### config.mk
export PLATFORM = sky130hd
export DESIGN_NAME = abt_tx
export DESIGN_NICKNAME = d
export VERILOG_FILES = /design/src/abt_pkg.sv /design/src/abt_fifo.sv /design/src/abt_tx.sv
export SDC_FILE = /design/constraint.sdc
export NUM_CORES = 1
export LEC_CHECK = 0
export ABC_CLOCK_PERIOD_IN_PS = 7300
export BUFFER_PORTS_ARGS = -buffer_cell sky130_fd_sc_hd__buf_4
export CORE_ASPECT_RATIO = 0.5
export CORE_MARGIN = 3
export CORE_UTILIZATION = 55
export DETAILED_ROUTE_END_ITERATION = 10
export PLACE_DENSITY_LB_ADDON = 0.08
export SLEW_MARGIN = 20
export SYNTH_ARGS = -nofsm -noshare
export SYNTH_HDL_FRONTEND = slang
export SYNTH_SLANG_ARGS = --single-unit
### constraint.sdc
create_clock -name clk -period 7.3 [get_ports clk]
set_input_delay 0.365 -clock clk [delete_from_list [all_inputs] [get_ports clk]]
set_output_delay 0.365 -clock clk [all_outputs]
set_load 0.02 [all_outputs]
### src/abt_pkg.sv
// Constants shared by the break and idle transmitter
package abt_pkg;
  // Frame lengths in bit times
  localparam logic [3:0] FRAME_BITS_SHORT = 4'hA;
  localparam logic [3:0] FRAME_BITS_LONG  = 4'hB;
  // Default baud divider (clk cycles per bit time)
  localparam logic [15:0] BAUD_DIV_RESET = 16'h00D0;
  // Data word width and FIFO depth
  localparam int DATA_W     = 9;
  localparam int FIFO_DEPTH = 16;
  // Transmitter states, one-hot
  typedef enum logic [4:0] {
    ABT_OFF   = 5'b0_0001,
    ABT_READY = 5'b0_0010,
    ABT_IDLE  = 5'b0_0100,
    ABT_BREAK = 5'b0_1000,
    ABT_DATA  = 5'b1_0000
  } abt_state_e;
endpackage

### src/abt_fifo.sv
// Small flip-flop FIFO with valid/ready on both sides
`timescale 1ns/1ps
module abt_fifo #(
  parameter int WIDTH = 9,
  parameter int DEPTH = 16
) (
  input  wire logic             clk,
  input  wire logic             sys_rst,
  input  wire logic [WIDTH-1:0] in_data,
  input  wire logic             in_valid,
  output logic                  in_ready,
  output logic [WIDTH-1:0]      out_data,
  output logic                  out_valid,
  input  wire logic             out_ready
);
  localparam int AW = $clog2(DEPTH);

  logic [WIDTH-1:0] mem_reg [DEPTH];
  logic [AW-1:0]    wr_ptr_reg;
  logic [AW-1:0]    rd_ptr_reg;
  logic [AW:0]      count_reg;
  logic             push;
  logic             pop;

  // Honest full and empty from the occupancy count
  assign in_ready  = (count_reg != (AW+1)'(DEPTH));
  assign out_valid = (count_reg != '0);
  assign out_data  = mem_reg[rd_ptr_reg];
  assign push      = in_valid && in_ready;
  assign pop       = out_valid && out_ready;

  // Storage write
  always_ff @(posedge clk) begin
    if (push) begin
      mem_reg[wr_ptr_reg] <= in_data;
    end
  end

  // Pointers and count
  always_ff @(posedge clk or posedge sys_rst) begin
    if (sys_rst) begin
      wr_ptr_reg <= '0;
      rd_ptr_reg <= '0;
      count_reg  <= '0;
    end else begin
      if (push) begin
        wr_ptr_reg <= wr_ptr_reg + AW'(1);
      end
      if (pop) begin
        rd_ptr_reg <= rd_ptr_reg + AW'(1);
      end
      if (push && !pop) begin
        count_reg <= count_reg + (AW+1)'(1);
      end else if (pop && !push) begin
        count_reg <= count_reg - (AW+1)'(1);
      end
    end
  end
endmodule

### src/abt_tx.sv
// Break and idle transmitter of the asynchronous serial unit
`timescale 1ns/1ps
module abt_tx (
  input  wire logic        clk,
  input  wire logic        sys_rst,
  input  wire logic        transmitter_on,
  input  wire logic        break_request,
  input  wire logic        word_long,
  input  wire logic [15:0] baud_divider,
  input  wire logic [8:0]  tx_data,
  input  wire logic        tx_valid,
  output logic             tx_ready,
  output logic             tx_out,
  output logic             tx_busy,
  output logic             break_active
);
  // ------------------------------------------------------------
  // Helpers
  // ------------------------------------------------------------
  // Frame length in bit times for the selected word length
  function automatic logic [3:0] frame_len(input logic long_sel);
    frame_len = long_sel ? abt_pkg::FRAME_BITS_LONG : abt_pkg::FRAME_BITS_SHORT;
  endfunction

  abt_pkg::abt_state_e state_reg;
  logic [15:0]         baud_cnt_reg;
  logic                bit_tick;
  logic [3:0]          bit_cnt_reg;
  logic [3:0]          frame_len_reg;
  logic [10:0]         shift_reg;
  logic                te_prev_reg;
  logic                idle_pend_reg;
  logic                tx_out_reg;
  logic                busy_reg;
  logic                brk_reg;
  logic                fifo_in_ready;
  logic [8:0]          fifo_data;
  logic                fifo_valid;
  logic                fifo_pop;
  logic                fifo_push;
  logic                frame_end;

  // ------------------------------------------------------------
  // Data FIFO
  // ------------------------------------------------------------
  // Back-pressure reaches the source through tx_ready
  abt_fifo #(
    .WIDTH (abt_pkg::DATA_W),
    .DEPTH (abt_pkg::FIFO_DEPTH)
  ) u_fifo (
    .clk       (clk),
    .sys_rst   (sys_rst),
    .in_data   (tx_data),
    .in_valid  (fifo_push),
    .in_ready  (fifo_in_ready),
    .out_data  (fifo_data),
    .out_valid (fifo_valid),
    .out_ready (fifo_pop)
  );

  // Ready registered so the output comes from a flip-flop
  always_ff @(posedge clk or posedge sys_rst) begin
    if (sys_rst) begin
      tx_ready <= 1'b0;
    end else begin
      tx_ready <= fifo_in_ready && !(tx_valid && tx_ready);
    end
  end

  // ------------------------------------------------------------
  // Bit-time divider
  // ------------------------------------------------------------
  // Restarted at every frame start so a frame never inherits a partial bit
  always_ff @(posedge clk or posedge sys_rst) begin
    if (sys_rst) begin
      baud_cnt_reg <= 16'h0000;
    end else if (state_reg == abt_pkg::ABT_READY || state_reg == abt_pkg::ABT_OFF) begin
      baud_cnt_reg <= 16'h0000;
    end else if (bit_tick) begin
      baud_cnt_reg <= 16'h0000;
    end else begin
      baud_cnt_reg <= baud_cnt_reg + 16'h0001;
    end
  end

  // Zero divider treated as one cycle per bit
  assign bit_tick  = (baud_cnt_reg >= baud_divider - 16'h0001) || (baud_divider == 16'h0000);
  assign frame_end = bit_tick && (bit_cnt_reg == frame_len_reg - 4'h1);
  assign fifo_pop  = (state_reg == abt_pkg::ABT_READY) && transmitter_on && !idle_pend_reg
                     && !break_request && fifo_valid;
  // Only a word offered while ready is shown enters; ready gaps one cycle after each take
  assign fifo_push = tx_valid && tx_ready;

  // ------------------------------------------------------------
  // Idle request capture
  // ------------------------------------------------------------
  // Set wins over the clear taken at idle frame start
  always_ff @(posedge clk or posedge sys_rst) begin
    if (sys_rst) begin
      te_prev_reg   <= 1'b0;
      idle_pend_reg <= 1'b0;
    end else begin
      te_prev_reg <= transmitter_on;
      if (transmitter_on && !te_prev_reg) begin
        idle_pend_reg <= 1'b1;
      end else if (state_reg == abt_pkg::ABT_READY) begin
        idle_pend_reg <= 1'b0;
      end
    end
  end

  // ------------------------------------------------------------
  // Frame sequencer
  // ------------------------------------------------------------
  // Break request is sampled only between frames, so a frame is never
  // stretched and a cleared request cannot start another one
  always_ff @(posedge clk or posedge sys_rst) begin
    if (sys_rst) begin
      state_reg     <= abt_pkg::ABT_OFF;
      bit_cnt_reg   <= 4'h0;
      frame_len_reg <= abt_pkg::FRAME_BITS_SHORT;
      shift_reg     <= 11'h7FF;
    end else begin
      case (state_reg)
        abt_pkg::ABT_OFF: begin
          if (transmitter_on) begin
            state_reg <= abt_pkg::ABT_READY;
          end
        end
        abt_pkg::ABT_READY: begin
          bit_cnt_reg   <= 4'h0;
          frame_len_reg <= frame_len(word_long);
          if (!transmitter_on) begin
            state_reg <= abt_pkg::ABT_OFF;
          end else if (idle_pend_reg) begin
            state_reg <= abt_pkg::ABT_IDLE;
          end else if (break_request) begin
            state_reg <= abt_pkg::ABT_BREAK;
          end else if (fifo_valid) begin
            state_reg <= abt_pkg::ABT_DATA;
            // Short frames put the stop bit right after eight data bits
            if (word_long) begin
              shift_reg <= {1'b1, fifo_data, 1'b0};
            end else begin
              shift_reg <= {2'b11, fifo_data[7:0], 1'b0};
            end
          end
        end
        abt_pkg::ABT_IDLE, abt_pkg::ABT_BREAK, abt_pkg::ABT_DATA: begin
          if (bit_tick) begin
            bit_cnt_reg <= bit_cnt_reg + 4'h1;
            shift_reg   <= {1'b1, shift_reg[10:1]};
          end
          if (frame_end) begin
            state_reg <= abt_pkg::ABT_READY;
          end
        end
        default: begin
          state_reg <= abt_pkg::ABT_OFF;
        end
      endcase
    end
  end

  // ------------------------------------------------------------
  // Line and status outputs
  // ------------------------------------------------------------
  // Line is low for the full break frame including stop positions
  always_ff @(posedge clk or posedge sys_rst) begin
    if (sys_rst) begin
      tx_out_reg <= 1'b1;
      busy_reg   <= 1'b0;
      brk_reg    <= 1'b0;
    end else begin
      busy_reg <= (state_reg != abt_pkg::ABT_OFF) && (state_reg != abt_pkg::ABT_READY);
      brk_reg  <= (state_reg == abt_pkg::ABT_BREAK);
      case (state_reg)
        abt_pkg::ABT_BREAK: tx_out_reg <= 1'b0;
        abt_pkg::ABT_DATA:  tx_out_reg <= shift_reg[0];
        default:            tx_out_reg <= 1'b1;
      endcase
    end
  end

  assign tx_out       = tx_out_reg;
  assign tx_busy      = busy_reg;
  assign break_active = brk_reg;

  // ------------------------------------------------------------
  // Checks
  // ------------------------------------------------------------
  // Break frame length in clock cycles
  logic [19:0] brk_len_reg;
  always_ff @(posedge clk or posedge sys_rst) begin
    if (sys_rst) begin
      brk_len_reg <= 20'h0_0000;
    end else if (state_reg == abt_pkg::ABT_BREAK) begin
      brk_len_reg <= brk_len_reg + 20'h0_0001;
    end else begin
      brk_len_reg <= 20'h0_0000;
    end
  end

  // Break cycles allowed for one nominal frame; a doubled break would cross it
  logic [19:0] brk_limit;
  assign brk_limit = 20'(frame_len_reg)
                     * 20'(baud_divider == 16'h0000 ? 16'h0001 : baud_divider);
endmodule

# Yosys cells after proc, flatten, opt, wreduce, memory -nomap -nowiden
# Memory sizes are Yosys's and may differ from the RTL's.
# Index checks and enable logic that the tools add are counted.
# W data, S select, Z words.
[totals]
ff_bits = 59
mem_bits_rw = 144
in_bits = 31
out_inout_bits = 4
word_cells = 97
n_memories = 1
[mem_list]
columns = ["memory", "words", "width", "rd", "rd_clocked_by_memory_dff", "write_ports", "line_no", "source"]
rows = [
  ["u_fifo.mem_reg", 16, 9, 1, 0, 1, "abt_fifo.sv:18", "logic [WIDTH-1:0] mem_reg [DEPTH];"],
]
[op_classes]
n_addsub = 8
magnitude_cmp = 1
n_eq_ne = 17
muxes = 26
n_reduce_logical = 30
[ops]
columns = ["operator", "n"]
rows = [
  ["$mux W11", 5],
  ["$mux W5", 8],
  ["$mux W16", 2],
  ["$pmux W11 S2", 1],
  ["$add A16 B1 Y16 const B", 1],
  ["$ge A16 B16 Y1", 1],
  ["$logic_not A16 Y1", 1],
  ["$sub A16 B1 Y16 const B", 1],
  ["$pmux W5 S3", 1],
  ["$ne A2 B2 Y1 const B", 7],
  ["$logic_and A1 B1 Y1", 13],
  ["$add A4 B1 Y4 const B", 3],
  ["$mux W10", 1],
  ["$ne A5 B5 Y1 const B", 2],
  ["$pmux W4 S2", 1],
  ["$logic_not A1 Y1", 6],
  ["$reduce_and A6 Y1", 1],
  ["$reduce_bool A2 Y1", 3],
  ["$add A5 B1 Y5 const B", 1],
  ["$eq A5 B1 Y1 const B", 1],
  ["$eq A5 B2 Y1 const B", 1],
  ["$eq A5 B3 Y1 const B", 1],
  ["$eq A5 B4 Y1 const B", 1],
  ["$eq A5 B5 Y1 const B", 1],
  ["13 further kinds", 18],
]

# Longest topological paths before layout
[depth]
depth_word = 9
ltp_mapped = 16
ltp_nobuf = 14

# Modules after synthesis
# From an unflattened synthesis, not the netlist that was laid out.
[unflattened]
cells_unflattened = 615
hier_area_um2 = 9062.4
[modules_own_cells]
columns = ["mod", "instances", "cells_each", "area_per_inst_um2", "seq_area_each_um2"]
rows = [
  ["abt_fifo", 1, 346, 6433.7, 4649.5],
  ["abt_tx", 1, 269, 2628.8, 1066.0],
]

# Worst setup path after synthesis
# Ideal clock, no wire load.
[synth_path]
kind = "input port to flip-flop"
start = "in baud_divider[2]"
end = "reg shift_reg[1]"
setup_ps = 82
arrival_ps = 3285
required_ps = 7218
slack_ps = 3933
cell_stages = 13
path_buffers = 0
cell_sequence = "nor3_1 nor3b_1 nand2_1 or4_1 nor4_2 xnor2_1 ha_1 a21oi_1 o21ai_0 a21oi_1 nand3_2 a21oi_4 mux2_4"
[synth_via]
elab_chain_cells = 5
word_cells_on_any_way = 6
classes_between = "add/sub (1); order compare (1); eq/ne (1); reduce/logical (3)"
[synth_rtl]
columns = ["item", "line_no", "source"]
rows = [
  ["start, declared", "abt_tx.sv:9", "input wire logic [15:0] baud_divider,"],
  ["$sub A16 B1 Y16", "abt_tx.sv:87", "assign bit_tick = (baud_cnt_reg >= baud_divider - 16'h0001) || (baud_divider == 16'h0000);"],
  ["$ge A16 B16 Y1", "abt_tx.sv:87", ""],
  ["$logic_or A1 B1 Y1 (*)", "abt_tx.sv:87", ""],
  ["$ne A2 B2 Y1 (no source line) (*)", "--", ""],
  ["$reduce_and A6 Y1 (no source line) (*)", "--", ""],
  ["end signal, assigned", "abt_tx.sv:143", "shift_reg <= {1'b1, fifo_data, 1'b0};"],
  ["end signal, assigned", "abt_tx.sv:145", "shift_reg <= {2'b11, fifo_data[7:0], 1'b0};"],
  ["end signal, assigned", "abt_tx.sv:152", "shift_reg <= {1'b1, shift_reg[10:1]};"],
  ["end, declared", "abt_tx.sv:30", "logic [10:0] shift_reg;"],
]
# Mark *: on every way between the ends. The rest lies on a longest branch, timed or not.
# A chain may end at the register's enable or synchronous reset.

# Worst setup path after layout
[layout_path]
start = "in baud_divider[2]"
end = "reg baud_cnt_reg[8]"
[layout_via]
elab_chain_cells = 5
word_cells_on_any_way = 6
classes_between = "add/sub (1); order compare (1); mux (2); reduce/logical (2)"
[layout_rtl]
columns = ["item", "line_no", "source"]
rows = [
  ["$sub A16 B1 Y16", "abt_tx.sv:87", ""],
  ["$ge A16 B16 Y1", "abt_tx.sv:87", ""],
  ["$logic_or A1 B1 Y1 (*)", "abt_tx.sv:87", ""],
  ["$mux W16 (*)", "abt_tx.sv:79", "end else if (bit_tick) begin"],
  ["$mux W16 (*)", "abt_tx.sv:77", "end else if (state_reg == abt_pkg::ABT_READY || state_reg == abt_pkg::ABT_OFF) begin"],
  ["end signal, assigned", "abt_tx.sv:82", "baud_cnt_reg <= baud_cnt_reg + 16'h0001;"],
  ["end, declared", "abt_tx.sv:26", "logic [15:0] baud_cnt_reg;"],
]
# Marks and branches as above.

==> summary.md <==
| Metric | Value |
|---|---|
| Max capacitance violation total | `0` |
| Cell-by-cell listing of the critical path | `buf_4 > nor3_1 > nor3b_1 > nand2_1 > or4_1 > nor4_2 > xnor2_1 > ha_1 > nand2_1 > nor4_1 > o311ai_1 > nand3_2 > nand2b_1 > nor2_1` |
| Least-Margin Pin Slew | `1.08 ns` |
| Skew-Pair Late Insertion Delay | `0.44 ns` |
| CTS buffer count | `17` |
| Net total in the final layout | `671` |
| Worst hold slack | `0.0777 ns` |
| Share of the cycle needed by the critical path after routing | `49.7%` |
| Row cnt | `32` |
| Final Setup Violations | `0` |
| Most frequent cell on the critical path | `sky130_fd_sc_hd__nand2_1` |
| Number of hold violations in the final report | `0` |
| Dominant cell type by area after synthesis | `sky130_fd_sc_hd__edfxtp_1` |
| Horizontal die dimension | `185 um` |
| Total core area | `0.0156 sq mm` |
| Final Skew | `0.0115 ns` |
| Setup repair after global routing missed its margin | `false` |
| Min cycle time layout | `3.63 ns` |
| Worst setup timing slack at the placement stage | `3.17 ns` |
| Slowest cell on the critical path | `sky130_fd_sc_hd__nand2b_1` |
| Global Route met1 Usage | `29.1%` |
| Area after DPL | `0.00932 sq mm` |
| Floorplan die area | `0.0177 sq mm` |
| Number of antenna violations at the first check in global routing | `0` |
| Class of the most critical setup path | `in -> reg` |
| Total clock sinks | `199` |
| Most used flip-flop cell after synthesis | `sky130_fd_sc_hd__edfxtp_1` |
| Vias | `4,792` |
| Category of cells accounting for the largest share of critical-path delay | `simple AND/OR/NAND/NOR gates` |
| Worst-path clk slew | `0.08 ns` |
| Power per unit of standard cell area | `305 mW/mm^2` |
| WL final | `16,600 um` |
| Maximum clock path buffer count | `2` |
| Initial core utilization | `56.8%` |
| Outcome | `completed` |
| Detailed-router iteration count before antenna repair | `5` |
| Cts-stage hold buffer count | `0` |
| Number of DRC markers in iteration 0 | `484` |
| Number of remaining DRC errors | `0` |
| Number of pins exceeding their max-slew limit in the final report | `0` |
| I/O Pins | `35` |
| Layout cells sized above 1 | `24.4%` |
| Number of warnings reported in the yosys synthesis log | `0` |
| Summed area of non-filler cells in the final layout | `0.00996 sq mm` |
| Layer carrying the most global-route usage | `met2` |
| Flip-flop count of the largest register after layout | `144` |
| Maximum fanout along the worst path | `16` |
| Syn_area_per_cell | `15.6 sq um` |
| Clock H-tree levels | `4` |
| DIE HEIGHT | `95.7 um` |
| Sum of internal, switching and leakage power | `3.04 mW` |
| Avg WL per Cell | `20.1 um` |
| Vias per inst | `5.79` |
| Part of the Yosys area used for sequential elements | `64.6%` |
| Type of the most critical hold path | `in -> reg` |
| Number of enable-type register cells in the synthesized netlist | `144` |
| Diodes inserted | `0` |
| CTS tree | `built` |
| Count of unique library cells instantiated by Yosys | `52` |
| GR Util met3 | `4.00%` |
| First-pass GRT wire length | `26,700 um` |
| Post-synthesis instance area | `0.00884 sq mm` |
| Cells resized by post-CTS repair | `0` |
| Overflow left after global routing | `0` |
| Largest net degree at the start of global routing | `56` |
| Arrival time worst endpoint | `3.92 ns` |
| Worst stage delay on the critical path | `0.51 ns` |
| Async S/R FF share, synth | `27.6%` |
| Setup fix buffers added after clock tree synthesis | `0` |
| Cell Count Post-Placement | `796` |
| Number of cells produced by synthesis | `568` |
| Top post-synthesis cells by area | `sky130_fd_sc_hd__edfxtp_1 49%, sky130_fd_sc_hd__dfrtp_1 12%, sky130_fd_sc_hd__mux4_2 9.4%` |
| Worst Path Required | `7.59 ns` |
| GPL Wtd Cong | `0.724` |
| Type of element launching the critical path | `input port` |
| Final cell utilization of the core | `63.9%` |
| Peak ir drop on the vdd network | `0.180 mV` |
| Via count of the first global-routing pass | `4,869` |
| Buffer cell driving the clock tree root | `sky130_fd_sc_hd__clkbuf_16` |
| Port Buf Inserts | `34` |
| Proportion of netlist area held by the largest area contributor | `48.9%` |
| Summed negative setup slack over all endpoints | `0 ns` |
| Relative slew slack | `27.9%` |
| Crit path buffers/inverters | `1` |
| Overall fraction of global-route tracks in use | `20.4%` |
| Final setup margin | `3.67 ns` |
| Top library cells by usage in the layout, fill and taps aside | `144 x sky130_fd_sc_hd__edfxtp_1, 51 x sky130_fd_sc_hd__nor2_1, 42 x sky130_fd_sc_hd__dfrtp_1, 42 x sky130_fd_sc_hd__buf_4, 40 x sky130_fd_sc_hd__nand2_1` |
| Hpwl dp | `10,600 um` |
| Maximum clock frequency | `275 MHz` |
| Syn nets | `628` |
| Filler-free cell count of the finished design | `828` |
| CP endpoint kind | `flop` |
| Leakage power of the design | `3.67 nW` |
| ANT nets after route | `0` |
| Commonest non-fill, non-tap cell in the layout | `sky130_fd_sc_hd__edfxtp_1` |
| Number of synthesized register bits | `199` |
| Met2 track demand over resource in global routing | `33.0%` |
| Area added between synthesis and finish | `12.6%` |
kinds of logic after synthesis:
| family | synth area share [%] |
|---|---|
| and+or+nand+nor | 7.91 |
| AOI/OAI and AO/OA | 3.91 |
| xor gates and xnor gates | 3.96 |
| adders and majority gates | 4.19 |
| DFF | 64.6 |
| buffers and inverters | 1.70 |
| muxes | 13.7 |
area by class of cell:
type	instances	area (sq um)
repair buffers	42	315
multi-input cells	335	2980
fillers	1148	5620
clock inverters	15	210
flip-flops and latches	199	5720
clock buffers	17	425
inverters	16	60.1
well taps	204	255
where the power goes:
part           internal [mW]  total, mW  switching (mW)  leakage [nW]
combinational          0.282      0.608           0.325          1.38
clock                  0.506      0.993           0.487         0.306
sequential              1.36       1.44          0.0837          1.99
final timing paths:
check | from | end | slack (ns) | depth (start not counted)
hold reg to reg | te_prev_reg | idle_pend_reg | 0.44 | 1
min in group asynchronous | sys_rst | state_reg[3] | 0.13 | 3
hold / removal | transmitter_on | te_prev_reg | 0.08 | 1
setup reg to reg | state_reg[3] | u_fifo.count_reg[4] | 4.12 | 12
setup / recovery | baud_divider[2] | baud_cnt_reg[8] | 3.67 | 14
max in group asynchronous | sys_rst | u_fifo.rd_ptr_reg[0] | 6.63 | 3
per-layer routing:
layer | part of all wire (%) | up-vias
met2 | 47 | 89
li1 | - | 2246
met4 | 0.87 | 0
met5 | 0 | -
met1 | 49 | 2439
met3 | 3.3 | 18
cells in the mapped netlist, drive strengths merged (3+ instances only):
cell and instances:
edfxtp 144, nor2 51, dfrtp 43, nand2 40, mux4 37, ha 28
xnor2 25, mux2 19, a21oi 16, inv 16, xor2 15, mux2i 13
dfstp 12, buf 10, nor3 10, a31oi 9, nand3 9, clkbuf 8
o21ai 8, o22ai 7, nand4 5, nor4 5, and3 4, nor2b 4
nand2b 3, nor3b 3
(Power assumes the default switching activity.)
